## config.mk

```make
export PLATFORM = sky130hd
export DESIGN_NAME = led_sink_and_light_comparator_regs
export DESIGN_NICKNAME = d
export VERILOG_FILES = /design/src/led_sink_cmp_pkg.sv /design/src/led_sink_and_light_comparator_regs.sv
export SDC_FILE = /design/constraint.sdc
export NUM_CORES = 1
export LEC_CHECK = 0
export ABC_AREA = 0
export BUFFER_PORTS_ARGS = -buffer_cell sky130_fd_sc_hd__buf_2
export CORE_MARGIN = 2
export CORE_UTILIZATION = 56
export CTS_BUF_LIST = sky130_fd_sc_hd__clkbuf_4 sky130_fd_sc_hd__clkbuf_8 sky130_fd_sc_hd__clkbuf_16
export DETAILED_ROUTE_END_ITERATION = 10
export HOLD_SLACK_MARGIN = 0.08
export PLACE_DENSITY = 0.77
export SKIP_LAST_GASP = 1
export SYNTH_ARGS = -nofsm -noshare
export SYNTH_HDL_FRONTEND = slang
export SYNTH_SLANG_ARGS = --single-unit
```

## constraint.sdc

```tcl
create_clock -name ref_clk -period 3.78 [get_ports ref_clk]
set_input_delay 0.756 -clock ref_clk [delete_from_list [all_inputs] [get_ports ref_clk]]
set_output_delay 0.756 -clock ref_clk [all_outputs]
set_load 0.02 [all_outputs]
```

## src/led_sink_cmp_pkg.sv

```systemverilog
// constants for the sink current and light comparator register bank
// assumes a 10 MHz ref_clk and an i2c-style two-wire host link
package led_sink_cmp_pkg;

  // ****************************************
  // clock and timing
  // ****************************************
  localparam int CLK_HZ = 10_000_000;
  localparam int FILTER_BASE_MS = 80;
  localparam int FILTER_BASE_CYCLES = FILTER_BASE_MS * (CLK_HZ / 1000);
  localparam int CONV_CYCLES = 4;
  localparam int FILTER_CNT_W = 27;

  // ****************************************
  // register offsets
  // ****************************************
  localparam logic [7:0] OFF_SINK_TWO_CURRENT = 8'h19;
  localparam logic [7:0] OFF_SINK_ONE_CURRENT = 8'h1A;
  localparam logic [7:0] OFF_LIGHT_CMP_CONFIG = 8'h1B;

  // ****************************************
  // field positions
  // ****************************************
  localparam int SINK_CODE_MSB = 6;
  localparam int SINK_RSVD_BIT = 7;
  localparam int SETTLE_MSB = 7;
  localparam int SETTLE_LSB = 5;
  localparam int FORCE_READ_BIT = 4;
  localparam int DARK_TRIP_BIT = 3;
  localparam int OFFICE_TRIP_BIT = 2;
  localparam int DARK_ON_BIT = 1;
  localparam int OFFICE_ON_BIT = 0;

  // ****************************************
  // reset values
  // ****************************************
  localparam logic [6:0] SINK_CODE_RESET = 7'h00;
  localparam logic [2:0] SETTLE_RESET = 3'h0;
  localparam logic [7:0] LINK_IDLE_BYTE = 8'hFF;

  // device address on the link; value is arbitrary
  localparam logic [6:0] DEVICE_ADDR = 7'h2A;

  // ****************************************
  // lighting levels
  // ****************************************
  localparam logic [1:0] LEVEL_NORMAL = 2'h0;
  localparam logic [1:0] LEVEL_OFFICE = 2'h2;
  localparam logic [1:0] LEVEL_DARK = 2'h3;

  typedef enum logic [3:0] {
    LINK_IDLE, LINK_ADDR, LINK_ADDR_ACK, LINK_PTR, LINK_PTR_ACK,
    LINK_WR, LINK_WR_ACK, LINK_RD, LINK_RD_ACK
  } link_state_type;

endpackage

```

## src/led_sink_and_light_comparator_regs.sv

```systemverilog
// sink current codes and primary light comparator configuration
// assumes scl/sda arrive synchronous to ref_clk, open-drain sda outside
// Contract
// - sink two holds 7-bit code, bit7 reserved
// - sink one holds 7-bit code, bit7 reserved
// - codes drive the current dac unchanged
// - bits 7:5 pick filter period 80ms doubling
// - bit4 write forces one conversion
// - force bit self-clears after conversion completes
// - force request ignored while backlight enabled
// - bit3 shows dark-level comparator output
// - bit2 shows office-level comparator output
// - bit1 enables dark-level comparator
// - bit0 enables office-level comparator
// - dark level wins over office level
// - below office threshold selects office mode
module led_sink_and_light_comparator_regs #(
  parameter int FILTER_BASE_CYCLES = led_sink_cmp_pkg::FILTER_BASE_CYCLES
) (
  input wire logic ref_clk, // 10 MHz clock
  input wire logic reset_n, // async reset, active low
  input wire logic scl, // link clock from host
  input wire logic sdaIn, // link data level
  output logic sdaOut, // link data value, always low
  output logic sdaOeN, // low while pulling sda low
  input wire logic darkBelow, // sensor below dark threshold
  input wire logic officeBelow, // sensor below office threshold
  input wire logic sinksActive, // independent sinks running
  input wire logic backlightOn, // backlight enabled
  output logic [6:0] sinkOneCode, // current code, sink one
  output logic [6:0] sinkTwoCode, // current code, sink two
  output logic [1:0] backlightLevel, // chosen lighting level
  output logic convBusy // sensor conversion running
);

  // ****************************************
  // register read mux
  // ****************************************
  function automatic logic [7:0] regRead(input logic [7:0] ptr,
    input logic [6:0] one, input logic [6:0] two, input logic [7:0] cfg);
    logic [7:0] r;
    r = 8'h00;
    case (ptr)
      led_sink_cmp_pkg::OFF_SINK_TWO_CURRENT: r = {1'b0, two};
      led_sink_cmp_pkg::OFF_SINK_ONE_CURRENT: r = {1'b0, one};
      led_sink_cmp_pkg::OFF_LIGHT_CMP_CONFIG: r = cfg;
      default: r = 8'h00;
    endcase
    return r;
  endfunction

  led_sink_cmp_pkg::link_state_type state_reg;
  logic sclPrev_reg, sdaPrev_reg, converting_reg, sdaOeN_reg;
  logic [3:0] bitCnt_reg;
  logic [7:0] shift_reg, ptr_reg;
  logic [6:0] sinkOne_reg, sinkTwo_reg;
  logic [2:0] settle_reg, convCnt_reg;
  logic force_reg, darkOn_reg, officeOn_reg, darkTrip_reg, officeTrip_reg;
  logic [led_sink_cmp_pkg::FILTER_CNT_W-1:0] filterCnt_reg;

  // ****************************************
  // link edge and condition decode
  // ****************************************
  wire sclRise = scl & ~sclPrev_reg;
  wire sclFall = ~scl & sclPrev_reg;
  wire startSeen = scl & sclPrev_reg & sdaPrev_reg & ~sdaIn;
  wire stopSeen = scl & sclPrev_reg & ~sdaPrev_reg & sdaIn;
  wire byteFull = bitCnt_reg == 4'h8;
  wire addrMatch = shift_reg[7:1] == led_sink_cmp_pkg::DEVICE_ADDR;
  wire [7:0] cfgView = {settle_reg, force_reg, darkTrip_reg,
    officeTrip_reg, darkOn_reg, officeOn_reg};
  wire [7:0] readByte = regRead(ptr_reg, sinkOne_reg, sinkTwo_reg, cfgView);
  wire wrStrobe = sclFall && byteFull && state_reg == led_sink_cmp_pkg::LINK_WR;
  wire wrSinkTwo = wrStrobe &&
    ptr_reg == led_sink_cmp_pkg::OFF_SINK_TWO_CURRENT;
  wire wrSinkOne = wrStrobe &&
    ptr_reg == led_sink_cmp_pkg::OFF_SINK_ONE_CURRENT;
  wire wrCfg = wrStrobe && ptr_reg == led_sink_cmp_pkg::OFF_LIGHT_CMP_CONFIG;
  // a request made while the backlight runs never reaches the flop
  wire forceSet = wrCfg && shift_reg[led_sink_cmp_pkg::FORCE_READ_BIT] &&
    !backlightOn;

  // ****************************************
  // two-wire link slave
  // ****************************************
  always_ff @(posedge ref_clk or negedge reset_n) begin
    if (!reset_n) begin
      sclPrev_reg <= 1'b1;
      sdaPrev_reg <= 1'b1;
    end else begin
      sclPrev_reg <= scl;
      sdaPrev_reg <= sdaIn;
    end
  end

  always_ff @(posedge ref_clk or negedge reset_n) begin
    if (!reset_n) begin
      state_reg <= led_sink_cmp_pkg::LINK_IDLE;
      bitCnt_reg <= 4'h0;
      shift_reg <= 8'h00;
      ptr_reg <= 8'h00;
      sdaOeN_reg <= 1'b1;
    end else if (startSeen) begin
      state_reg <= led_sink_cmp_pkg::LINK_ADDR;
      bitCnt_reg <= 4'h0;
      sdaOeN_reg <= 1'b1;
    end else if (stopSeen) begin
      state_reg <= led_sink_cmp_pkg::LINK_IDLE;
      sdaOeN_reg <= 1'b1;
    end else begin
      case (state_reg)
        led_sink_cmp_pkg::LINK_ADDR, led_sink_cmp_pkg::LINK_PTR,
        led_sink_cmp_pkg::LINK_WR: begin
          if (sclRise && !byteFull) begin
            shift_reg <= {shift_reg[6:0], sdaIn};
            bitCnt_reg <= bitCnt_reg + 4'h1;
          end else if (sclFall && byteFull) begin
            bitCnt_reg <= 4'h0;
            if (state_reg == led_sink_cmp_pkg::LINK_ADDR) begin
              if (addrMatch) begin
                sdaOeN_reg <= 1'b0;
                state_reg <= led_sink_cmp_pkg::LINK_ADDR_ACK;
              end else begin
                state_reg <= led_sink_cmp_pkg::LINK_IDLE;
              end
            end else if (state_reg == led_sink_cmp_pkg::LINK_PTR) begin
              ptr_reg <= shift_reg;
              sdaOeN_reg <= 1'b0;
              state_reg <= led_sink_cmp_pkg::LINK_PTR_ACK;
            end else begin
              ptr_reg <= ptr_reg + 8'h01;
              sdaOeN_reg <= 1'b0;
              state_reg <= led_sink_cmp_pkg::LINK_WR_ACK;
            end
          end
        end
        led_sink_cmp_pkg::LINK_ADDR_ACK: begin
          if (sclFall) begin
            if (shift_reg[0]) begin
              shift_reg <= readByte;
              sdaOeN_reg <= readByte[7];
              bitCnt_reg <= 4'h1;
              state_reg <= led_sink_cmp_pkg::LINK_RD;
            end else begin
              sdaOeN_reg <= 1'b1;
              state_reg <= led_sink_cmp_pkg::LINK_PTR;
            end
          end
        end
        led_sink_cmp_pkg::LINK_PTR_ACK, led_sink_cmp_pkg::LINK_WR_ACK: begin
          if (sclFall) begin
            sdaOeN_reg <= 1'b1;
            state_reg <= led_sink_cmp_pkg::LINK_WR;
          end
        end
        led_sink_cmp_pkg::LINK_RD: begin
          if (sclFall) begin
            if (byteFull) begin
              sdaOeN_reg <= 1'b1;
              ptr_reg <= ptr_reg + 8'h01;
              state_reg <= led_sink_cmp_pkg::LINK_RD_ACK;
            end else begin
              shift_reg <= {shift_reg[6:0], 1'b0};
              sdaOeN_reg <= shift_reg[6];
              bitCnt_reg <= bitCnt_reg + 4'h1;
            end
          end
        end
        led_sink_cmp_pkg::LINK_RD_ACK: begin
          // a high ack bit from the host ends the read burst
          if (sclRise && sdaIn) begin
            state_reg <= led_sink_cmp_pkg::LINK_IDLE;
          end else if (sclFall) begin
            shift_reg <= readByte;
            sdaOeN_reg <= readByte[7];
            bitCnt_reg <= 4'h1;
            state_reg <= led_sink_cmp_pkg::LINK_RD;
          end
        end
        default: sdaOeN_reg <= 1'b1;
      endcase
    end
  end

  // ****************************************
  // sink and comparator registers
  // ****************************************
  always_ff @(posedge ref_clk or negedge reset_n) begin
    if (!reset_n) begin
      sinkOne_reg <= led_sink_cmp_pkg::SINK_CODE_RESET;
      sinkTwo_reg <= led_sink_cmp_pkg::SINK_CODE_RESET;
      settle_reg <= led_sink_cmp_pkg::SETTLE_RESET;
      darkOn_reg <= 1'b0;
      officeOn_reg <= 1'b0;
    end else begin
      if (wrSinkOne) begin
        sinkOne_reg <= shift_reg[led_sink_cmp_pkg::SINK_CODE_MSB:0];
      end
      if (wrSinkTwo) begin
        sinkTwo_reg <= shift_reg[led_sink_cmp_pkg::SINK_CODE_MSB:0];
      end
      if (wrCfg) begin
        settle_reg <= shift_reg[led_sink_cmp_pkg::SETTLE_MSB:
          led_sink_cmp_pkg::SETTLE_LSB];
        darkOn_reg <= shift_reg[led_sink_cmp_pkg::DARK_ON_BIT];
        officeOn_reg <= shift_reg[led_sink_cmp_pkg::OFFICE_ON_BIT];
      end
    end
  end

  // ****************************************
  // filter timer and conversion
  // ****************************************
  wire [led_sink_cmp_pkg::FILTER_CNT_W-1:0] periodLast =
    led_sink_cmp_pkg::FILTER_CNT_W'((FILTER_BASE_CYCLES << settle_reg) - 1);
  wire timerDue = backlightOn && filterCnt_reg >= periodLast;
  wire forceGo = force_reg && sinksActive && !backlightOn;
  wire convStart = !converting_reg && (timerDue || forceGo);
  wire convDone = converting_reg &&
    convCnt_reg == 3'(led_sink_cmp_pkg::CONV_CYCLES - 1);
  always_ff @(posedge ref_clk or negedge reset_n) begin
    if (!reset_n) begin
      filterCnt_reg <= '0;
    end else if (!backlightOn || timerDue) begin
      filterCnt_reg <= '0;
    end else begin
      filterCnt_reg <= filterCnt_reg + 1'b1;
    end
  end

  always_ff @(posedge ref_clk or negedge reset_n) begin
    if (!reset_n) begin
      converting_reg <= 1'b0;
      convCnt_reg <= 3'h0;
      force_reg <= 1'b0;
      darkTrip_reg <= 1'b0;
      officeTrip_reg <= 1'b0;
      backlightLevel <= led_sink_cmp_pkg::LEVEL_NORMAL;
    end else begin
      if (convStart) begin
        converting_reg <= 1'b1;
        convCnt_reg <= 3'h0;
      end else if (convDone) begin
        converting_reg <= 1'b0;
      end else if (converting_reg) begin
        convCnt_reg <= convCnt_reg + 3'h1;
      end
      // a fresh host request in the completing cycle is kept
      if (forceSet) begin
        force_reg <= 1'b1;
      end else if (convDone) begin
        force_reg <= 1'b0;
      end
      // host writes never touch the trip flags
      if (convDone) begin
        darkTrip_reg <= darkOn_reg && darkBelow;
        officeTrip_reg <= officeOn_reg && officeBelow;
        if (darkOn_reg && darkBelow) begin
          backlightLevel <= led_sink_cmp_pkg::LEVEL_DARK;
        end else if (officeOn_reg && officeBelow) begin
          backlightLevel <= led_sink_cmp_pkg::LEVEL_OFFICE;
        end else begin
          backlightLevel <= led_sink_cmp_pkg::LEVEL_NORMAL;
        end
      end
    end
  end

  // ****************************************
  // outputs
  // ****************************************
  always_ff @(posedge ref_clk or negedge reset_n) begin
    if (!reset_n) begin
      sinkOneCode <= led_sink_cmp_pkg::SINK_CODE_RESET;
      sinkTwoCode <= led_sink_cmp_pkg::SINK_CODE_RESET;
      sdaOut <= 1'b0;
      sdaOeN <= 1'b1;
      convBusy <= 1'b0;
    end else begin
      sinkOneCode <= sinkOne_reg;
      sinkTwoCode <= sinkTwo_reg;
      sdaOut <= 1'b0;
      sdaOeN <= sdaOeN_reg;
      convBusy <= converting_reg;
    end
  end

  // ****************************************
  // checks
  // ****************************************
  localparam int CONV_LEN = led_sink_cmp_pkg::CONV_CYCLES;
endmodule // led_sink_and_light_comparator_regs

```

==> flow_metrics.env, run 1 <==
export IMPL_crit_type="reg -> reg"
export IMPL_seq_area_frac_synth=0.408
export IMPL_placed_cell_area_mm2=0.00632
export IMPL_worstPathRequired_ns=4.03
export IMPL_largest_reg_flops=27
export IMPL_grt_setup_unrepaired="yes"
export IMPL_tritoncts="yes"
export IMPL_num_rows=37
export IMPL_clock_sinks=97
export IMPL_htree_num_levels=3
export IMPL_wl_um=14300
export IMPL_grt_max_degree=85
export IMPL_clock_latency_ns=0.38
export IMPL_critPathSlowestCell="or4b_4"
export IMPL_fin_nets=697
export IMPL_synth_area_per_cell_um2=9.73
export IMPL_grt_pass1_wl_um=22900
export IMPL_layout_min_cycle_time_ns=3.85
export IMPL_cts_made_buffers=9
export IMPL_area_growth_pct=13.1
export IMPL_yosys_area_top_type="dfrtp_1"
export IMPL_start_util=0.577
export IMPL_async_reset_ff_frac=1.00
export IMPL_gp_congestion=0.943
export IMPL_drv_cap=0
export IMPL_dp_slack_ns=-0.116
export IMPL_violations="setup timing"
export IMPL_drv_slew=0
export IMPL_portBuffers=25
export IMPL_die_h_um=107
export IMPL_synth_area_leaders="dfrtp_1 (39%), ha_1 (7.8%), xnor2_1 (4.3%), nor3_1 (3.9%), mux2_2 (3.6%)"
export IMPL_rr_worst_depth=16
export IMPL_core_area_mm2=0.0103
export IMPL_peakVddDrop_uv=328
export IMPL_powerDensity_mw_per_mm2=424
export IMPL_tightest_slew_ns=1.04
export IMPL_layout_drive_gt1_share=0.216
export IMPL_layout_commonest_cell="dfrtp_1"
export IMPL_clk_pin_slew_worst_paths_ns=0.11
export IMPL_finalHoldViolCount=0
export IMPL_wl_per_cell_um=18.1
export IMPL_drt_iter0_markers=354
export IMPL_grt_total_usage=0.249
export IMPL_cts_buffer_depth=2
export IMPL_clock_root_buffer="clkbuf_8"
export IMPL_p_leak_nw=2.95
export IMPL_synth_edf_count=0
export IMPL_crit_chain="inv_2 > ha_2 > or4b_4 > a221o_1 > or3_4 > nor3_4 > buf_4 > buf_4 > xnor2_1 > ha_1 > a21o_1 > a21o_1 > a32oi_2 > a21boi_0 > buf_4 > a211oi_1"
export IMPL_slew_headroom=0.305
export IMPL_min_path_cells=0
export IMPL_postLayoutCellArea_mm2=0.00674
export IMPL_ys_flop_type="dfrtp_1"
export IMPL_drc=0
export IMPL_yosysWarnings=0
export IMPL_crit_fanout=5
export IMPL_vias_per_cell=6.24
export IMPL_synth_top_area_share=0.391
export IMPL_final_cell_mix="dfrtp_1 (91), nor3_1 (39), ha_1 (35), a21oi_1 (34), nand2_1 (31)"
export IMPL_syn_area_mm2=0.00596
export IMPL_ant_nets=0
export IMPL_holdPathEnd="sdaOeN"
export IMPL_setup_ws_ns=-0.0720
export IMPL_num_io_pins=27
export IMPL_setup_violations_final=1
export IMPL_critPathMostFrequentCell="buf_4"
export IMPL_hold_path_class="reg -> reg"
export IMPL_timing_rr_end="convCnt_reg[2]"
export IMPL_grt_use_met3=0.0553
export IMPL_yosysUniqueCellTypes=75
export IMPL_cpPeakStageDelay_ns=0.52
export IMPL_r2r_slack_ns=-0.07
export IMPL_grt_antenna_before_repair=0
export IMPL_synthCells=612
export IMPL_finalCoreUtilization=0.653
export IMPL_start_kind="flip-flop"
export IMPL_timing_fmax_ghz=0.260
export IMPL_postCtsHoldBufs=0
export IMPL_antenna_cells=0
export IMPL_fin_skew_ns=0.0175
export IMPL_firstDrtPassIters=6
export IMPL_dieArea_mm2=0.0115
export IMPL_status="finished, violations left"
export IMPL_timing_hold_ws_ns=0.376
export IMPL_r2r_start="settle_reg[0]"
export IMPL_grt_busiest_layer="met2"
export IMPL_gr_total_overflow=0
export IMPL_ys_ff_latch=97
export IMPL_grt_use_met1=0.316
export IMPL_hp_start="sdaOeN_reg"
export IMPL_gr_usage_met2=0.416
export IMPL_vias=4950
export IMPL_die_w_um=107
export IMPL_arrival_ns=4.10
export IMPL_final_setup_tns_ns=-0.0720
export IMPL_end_kind="flip-flop"
export IMPL_grt_pass1_vias=4778
export IMPL_hpwlAfterDp_um=9760
export IMPL_period_share=1.02
export IMPL_syn_num_nets=657
-- stage by stage --
step	power, mW	std cells
final	2.86	793
after global routing	3.02	793
after CTS	2.85	787
after detailed placement	2.13	770
after global placement	2.09	770
after floorplan	1.92	612
-- how the worst max path moves through the flow --
stage	from	endpoint	slack, ns	cells after the start
floorplan	settle_reg[0]	filterCnt_reg[10]	0.04	15
global placement	settle_reg[0]	convCnt_reg[1]	0.10	14
detailed placement	settle_reg[1]	convCnt_reg[1]	-0.12	14
CTS	settle_reg[0]	converting_reg	0.04	14
global route	settle_reg[0]	convCnt_reg[2]	-0.23	14
finish	settle_reg[0]	convCnt_reg[2]	-0.07	16
-- critical path, delay by kind of cell, from the launching register on --
kind	cells	cell delay, ns
xor+xnor	1	0.06
flops	1	0.41
simple gates	3	1.07
fa+ha+maj	2	0.38
compound gates	6	1.33
buf+inv	4	0.46
-- metal layers --
metal / routed length (um) / vias to the layer above
met5: 0 / -
met4: 292 / 0
met3: 753 / 31
met2: 7240 / 168
met1: 6040 / 2412
li1: - / 2339
-- logic make-up (layout without fill, tap and decap cells) --
| family | after synthesis | in the layout | synth area share |
|---|---|---|---|
| compound gates | 133 | 133 | 0.152 |
| xor+xnor | 41 | 41 | 0.0603 |
| fa+ha+maj | 37 | 37 | 0.0777 |
| buf+inv | 59 | 104 | 0.0435 |
| flops | 97 | 97 | 0.408 |
| mux | 31 | 31 | 0.0561 |
| other cells | 1 | 1 | 0.000630 |
| simple gates | 213 | 213 | 0.202 |
-- layout make-up --
| type | instances | area (um^2) |
|---|---|---|
| inverter | 31 | 116 |
| clock buffer | 10 | 131 |
| sequential | 97 | 2430 |
| clock inverter | 6 | 75.1 |
| tap | 136 | 170 |
| multi-input combinational | 456 | 3410 |
| timing repair buffer | 57 | 399 |
| fill | 784 | 3580 |
-- synthesized netlist by cell type (7+ instances only) --
| master | count |
|---|---|
| clkbuf_1 | 19 |
| nand3_1 | 18 |
| ha_1 | 37 |
| nor2b_1 | 9 |
| xor2_1 | 12 |
| nor2_1 | 30 |
| nand4_1 | 7 |
| nor4_1 | 11 |
| nand2b_1 | 8 |
| dfrtp_1 | 93 |
| nand2_1 | 32 |
| mux2_2 | 19 |
| mux2i_1 | 12 |
| inv_1 | 31 |
| a22o_1 | 9 |
| a21oi_1 | 35 |
| or3_1 | 9 |
| xnor2_1 | 29 |
| o21ai_0 | 26 |
| nor3_1 | 46 |
-- power breakdown --
part	leakage, nW	switching, mW	total (mW)	internal (mW)
logic	1.56	0.444	0.771	0.327
registers	1.29	0.209	1.37	1.16
clock network	0.103	0.390	0.715	0.325
total	2.95	1.04	2.86	1.82
-- repair_timing --
action,CTS,global route
gates resized for setup,4,35
buffers inserted,1,4
gates cloned,0,2
pin swaps,1,3
setup endpoints to repair,31,31
Note: power is estimated with default switching activity, not from simulation.
==> inputs of run 2 (changes only) <==
--- a/config.mk
+++ b/config.mk
@@ -8,11 +8,12 @@
 export ABC_AREA = 0
 export BUFFER_PORTS_ARGS = -buffer_cell sky130_fd_sc_hd__buf_2
 export CORE_MARGIN = 2
-export CORE_UTILIZATION = 56
+export CORE_UTILIZATION = 60
 export CTS_BUF_LIST = sky130_fd_sc_hd__clkbuf_4 sky130_fd_sc_hd__clkbuf_8 sky130_fd_sc_hd__clkbuf_16
+export CTS_CLUSTER_DIAMETER = 120
 export DETAILED_ROUTE_END_ITERATION = 10
 export HOLD_SLACK_MARGIN = 0.08
-export PLACE_DENSITY = 0.77
+export PLACE_DENSITY = 0.75
 export SKIP_LAST_GASP = 1
 export SYNTH_ARGS = -nofsm -noshare
 export SYNTH_HDL_FRONTEND = slang
==> constraint.sdc (replaced) <==
create_clock -name ref_clk -period 4.1 [get_ports ref_clk]
set_input_delay 0.82 -clock ref_clk [delete_from_list [all_inputs] [get_ports ref_clk]]
set_output_delay 0.82 -clock ref_clk [all_outputs]
set_load 0.02 [all_outputs]
==> flow_metrics.env, run 2 (synthesis gave the netlist of run 1 again) <==
export IMPL_grt_setup_unrepaired="no"
export IMPL_worstPathRequired_ns=4.38
export IMPL_clk_pin_slew_worst_paths_ns=0.11
export IMPL_peakVddDrop_uv=305
export IMPL_gp_congestion=0.907
export IMPL_end_kind="flip-flop"
export IMPL_hpwlAfterDp_um=9540
export IMPL_grt_antenna_before_repair=0
export IMPL_htree_num_levels=3
export IMPL_portBuffers=25
export IMPL_layout_commonest_cell="dfrtp_1"
export IMPL_antenna_cells=0
export IMPL_cts_made_buffers=9
export IMPL_gr_total_overflow=0
export IMPL_largest_reg_flops=27
export IMPL_postCtsHoldBufs=0
export IMPL_grt_max_degree=60
export IMPL_crit_start="settle_reg[1]"
export IMPL_grt_total_usage=0.259
export IMPL_setup_violations_final=0
export IMPL_status="complete, no violations"
export IMPL_min_path_cells=0
export IMPL_clock_latency_ns=0.38
export IMPL_core_area_mm2=0.00968
export IMPL_wl_um=13500
export IMPL_path_buf_inv=2
export IMPL_period_share=0.939
export IMPL_dp_slack_ns=0.0279
export IMPL_timing_fmax_ghz=0.260
export IMPL_r2r_slack_ns=0.25
export IMPL_fin_cells=774
export IMPL_drt_iter0_markers=263
export IMPL_ant_nets=0
export IMPL_tightest_slew_ns=0.968
export IMPL_drv_cap=0
export IMPL_vias_per_cell=6.18
export IMPL_layout_drive_gt1_share=0.167
export IMPL_finalHoldViolCount=0
export IMPL_grt_pass1_vias=4691
export IMPL_start_util=0.615
export IMPL_drv_slew=0
export IMPL_hp_start="sdaOeN_reg"
export IMPL_die_w_um=104
export IMPL_p_leak_nw=2.84
export IMPL_crit_fanout=8
export IMPL_powerDensity_mw_per_mm2=397
export IMPL_grt_pass1_wl_um=22700
export IMPL_critical_path_top_delay_family="compound AO/OA/AOI/OAI gates"
export IMPL_fin_skew_ns=0.0143
export IMPL_slew_headroom=0.350
export IMPL_cts_buffer_depth=2
export IMPL_area_growth_pct=9.47
export IMPL_layout_min_cycle_time_ns=3.85
export IMPL_firstDrtPassIters=7
export IMPL_r2r_start="settle_reg[1]"
export IMPL_dp_cells=757
export IMPL_tritoncts="yes"
export IMPL_num_rows=36
export IMPL_timing_rr_end="converting_reg"
export IMPL_final_setup_tns_ns=0
export IMPL_num_io_pins=27
export IMPL_drc=0
export IMPL_holdPathEnd="sdaOeN"
export IMPL_rr_worst_depth=14
export IMPL_wl_per_cell_um=17.4
export IMPL_setup_ws_ns=0.250
export IMPL_hold_path_class="reg -> reg"
export IMPL_critPathSlowestCell="or4b_1"
export IMPL_die_h_um=104
export IMPL_crit_type="reg -> reg"
export IMPL_finalCoreUtilization=0.673
export IMPL_cpPeakStageDelay_ns=0.51
export IMPL_arrival_ns=4.13
export IMPL_crit_chain="buf_4 > ha_1 > or4b_1 > a221o_1 > or3_4 > nor3_1 > o32ai_1 > ha_1 > a21oi_1 > o21ai_0 > a211oi_2 > a31oi_4 > buf_4 > a211o_1"
export IMPL_vias=4782
export IMPL_clock_root_buffer="clkbuf_8"
export IMPL_final_cell_mix="dfrtp_1 (93), nor3_1 (46), ha_1 (36), a21oi_1 (35), nand2_1 (32)"
export IMPL_clock_sinks=97
export IMPL_dieArea_mm2=0.0107
export IMPL_fin_nets=681
export IMPL_start_kind="flip-flop"
[run 2: timing repair]
item,CTS,global route
buffers inserted,0,1
endpoints found under the setup margin,1,31
gates resized for setup,2,9
pin swaps,0,2
[run 2: worst reg2reg max path, cell delays in order, from the launching register on]
cell	delay, ns
dfrtp_1	0.43
buf_4	0.18
ha_1	0.23
or4b_1	0.51
a221o_1	0.34
or3_4	0.39
nor3_1	0.16
o32ai_1	0.10
ha_1	0.31
a21oi_1	0.13
o21ai_0	0.15
a211oi_2	0.24
a31oi_4	0.14
buf_4	0.20
a211o_1	0.25
[run 2: metal layers]
metal / GRT usage / part of all wire / wire length, um
met1: 0.341 / 0.45 / 6020
met2: 0.424 / 0.49 / 6610
met3: 0.0447 / 0.041 / 558
met4: 0.108 / 0.024 / 320
met5: 0 / 0 / 0
[run 2: where the power goes]
group / total [mW] / switching, mW / internal, mW
Sequential: 1.25 / 0.180 / 1.07
Clock: 0.645 / 0.399 / 0.246
Combinational: 0.690 / 0.393 / 0.296
[run 2: area by class of cell]
type / count / area (um^2)
multi-input cells: 456 / 3330
clock inverters: 7 / 83.8
fillers: 778 / 3160
repair buffers: 41 / 273
flip-flops and latches: 97 / 2430
well taps: 133 / 166
inverters: 31 / 116
clock buffers: 9 / 124
[run 2: metrics by stage]
| stage | area (um^2) | total power [mW] | hold WS, ns |
|---|---|---|---|
| floorplan | 5960 | 1.77 | 0.354 |
| global placement | 6250 | 1.93 | 0.366 |
| detailed placement | 6250 | 1.95 | 0.369 |
| CTS | 6470 | 2.60 | 0.387 |
| global route | 6520 | 2.75 | 0.398 |
| finish | 6520 | 2.59 | 0.395 |
[run 2: worst max path at each step]
stage	endpoint	cells past startpoint
after global routing	converting_reg	14
after detailed placement	convCnt_reg[2]	14
after floorplan	filterCnt_reg[10]	15
final	converting_reg	14
after CTS	convCnt_reg[2]	14
after global placement	convCnt_reg[0]	14
==> inputs of run 3 (changes only) <==
--- a/config.mk
+++ b/config.mk
@@ -14,6 +14,7 @@
 export DETAILED_ROUTE_END_ITERATION = 10
 export HOLD_SLACK_MARGIN = 0.08
 export PLACE_DENSITY = 0.75
+export REMOVE_ABC_BUFFERS = 1
 export SKIP_LAST_GASP = 1
 export SYNTH_ARGS = -nofsm -noshare
 export SYNTH_HDL_FRONTEND = slang
==> flow_metrics.env, run 3 (synthesis gave the netlist of run 1 again) <==
export IMPL_worstPathRequired_ns=4.36
export IMPL_clk_pin_slew_worst_paths_ns=0.10
export IMPL_final_cell_mix="dfrtp_1 (93), nor3_1 (46), ha_1 (37), a21oi_1 (35), nand2_1 (32)"
export IMPL_cts_buffer_depth=2
export IMPL_area_growth_pct=8.25
export IMPL_rr_worst_depth=14
export IMPL_power_switching_mw=0.944
export IMPL_p_sw_frac=0.371
export IMPL_num_rows=36
export IMPL_final_setup_tns_ns=0
export IMPL_timing_hold_ws_ns=0.377
export IMPL_p_int_mw=1.60
export IMPL_pwr_share_comb=0.271
export IMPL_core_area_mm2=0.00968
export IMPL_layout_drive_gt1_share=0.161
export IMPL_drv_cap=0
export IMPL_dp_cells=755
export IMPL_finalHoldViolCount=0
export IMPL_drc=0
export IMPL_r2r_start="settle_reg[1]"
export IMPL_grt_antenna_before_repair=0
export IMPL_timing_fmax_ghz=0.254
export IMPL_period_share=0.960
export IMPL_hold_path_class="reg -> reg"
export IMPL_power_mw=2.55
export IMPL_vias=4769
export IMPL_setup_violations_final=0
export IMPL_fin_nets=680
export IMPL_fin_cells=773
export IMPL_grt_pass1_wl_um=23000
export IMPL_slew_headroom=0.405
export IMPL_wl_um=13400
export IMPL_dieArea_mm2=0.0107
export IMPL_peakVddDrop_uv=225
export IMPL_postCtsHoldBufs=0
export IMPL_portBuffers=25
export IMPL_finalCoreUtilization=0.666
export IMPL_fin_skew_ns=0.0132
export IMPL_min_path_cells=0
export IMPL_p_clk_frac=0.234
export IMPL_firstDrtPassIters=5
export IMPL_layout_commonest_cell="dfrtp_1"
export IMPL_ant_nets=0
export IMPL_arrival_ns=4.19
export IMPL_r2r_slack_ns=0.16
export IMPL_gr_total_overflow=0
export IMPL_end_kind="flip-flop"
export IMPL_wl_per_cell_um=17.3
export IMPL_grt_total_usage=0.260
export IMPL_die_h_um=104
export IMPL_drt_iter0_markers=284
export IMPL_critPathSlowestCell="or4b_1"
export IMPL_cpPeakStageDelay_ns=0.53
export IMPL_dp_slack_ns=0.0129
export IMPL_htree_num_levels=3
export IMPL_placed_cell_area_mm2=0.00621
export IMPL_status="complete, no violations"
export IMPL_vias_per_cell=6.17
export IMPL_powerDensity_mw_per_mm2=395
export IMPL_holdPathEnd="sdaOeN"
export IMPL_gp_congestion=0.963
export IMPL_clock_root_buffer="clkbuf_8"
export IMPL_seqPwrFrac=0.495
export IMPL_antenna_cells=0
export IMPL_cts_made_buffers=9
export IMPL_setup_ws_ns=0.163
export IMPL_postLayoutCellArea_mm2=0.00645
export IMPL_crit_fanout=18
export IMPL_die_w_um=104
export IMPL_hpwlAfterDp_um=9650
export IMPL_start_kind="flip-flop"
export IMPL_crit_type="reg -> reg"
export IMPL_seqCellArea_mm2=0.00243
export IMPL_start_util=0.615
export IMPL_tritoncts="yes"
export IMPL_largest_reg_flops=27
export IMPL_multi_input_area_mm2=0.00330
export IMPL_grt_max_degree=41
export IMPL_clock_sinks=97
export IMPL_timing_rr_end="filterCnt_reg[17]"
export IMPL_layout_min_cycle_time_ns=3.94
export IMPL_clock_latency_ns=0.38
export IMPL_drv_slew=0
export IMPL_hp_start="sdaOeN_reg"
export IMPL_num_io_pins=27
export IMPL_grt_pass1_vias=4763
export IMPL_tightest_slew_ns=0.886
export IMPL_p_leak_nw=2.81
export IMPL_fillers=798
export IMPL_crit_chain="buf_4 > ha_1 > or4b_1 > a221o_1 > or3_4 > and2b_2 > xnor2_1 > ha_1 > nand2_1 > o21ai_0 > o21ai_0 > a31oi_2 > buf_6 > nor3_1"
## run 3: metal layers
| metal | share of wire | track usage | up-vias |
|---|---|---|---|
| li1 | - | - | 2296 |
| met1 | 0.45 | 0.341 | 2304 |
| met2 | 0.49 | 0.441 | 148 |
| met3 | 0.044 | 0.0453 | 21 |
| met4 | 0.018 | 0.0830 | 0 |
| met5 | 0 | 0 | - |
## run 3: critical path, delay by kind of cell, from the launching register on
kind            cells  cell delay (ns)
buf+inv             2             0.38
fa+ha+maj           2             0.57
flops               1             0.43
simple gates        5             1.28
compound gates      4             1.07
xor+xnor            1             0.06
## run 3: power groups by stage
stage / clock [mW] / combinational (mW) / sequential (mW)
CTS: 0.607 / 0.690 / 1.25
floorplan: 0 / 0.501 / 1.24
finish: 0.595 / 0.690 / 1.26
global route: 0.656 / 0.770 / 1.28
detailed placement: 0 / 0.685 / 1.27
global placement: 0 / 0.664 / 1.26
## run 3: final cells by class
cell class / instances / area share
clock buffer: 9 / 0.0192
timing repair buffer: 40 / 0.0378
inverter: 31 / 0.0180
tap: 133 / 0.0258
clock inverter: 7 / 0.0101
sequential: 97 / 0.377
multi-input combinational: 456 / 0.512
## run 3: how the worst max path moves through the flow
stage,startpoint,endpoint,cells past startpoint
after global routing,settle_reg[1],filterCnt_reg[8],14
after CTS,settle_reg[1],filterCnt_reg[17],14
final,settle_reg[1],filterCnt_reg[17],14
after global placement,settle_reg[1],filterCnt_reg[20],14
after detailed placement,settle_reg[1],filterCnt_reg[10],14
after floorplan,settle_reg[0],convCnt_reg[0],13
## run 3: timing repair
action                                  in CTS  in global routing
endpoints found under the setup margin       7                 31
pin swaps                                    1                  1
gates resized for setup                      1                  6
setup buffers                                0                  2
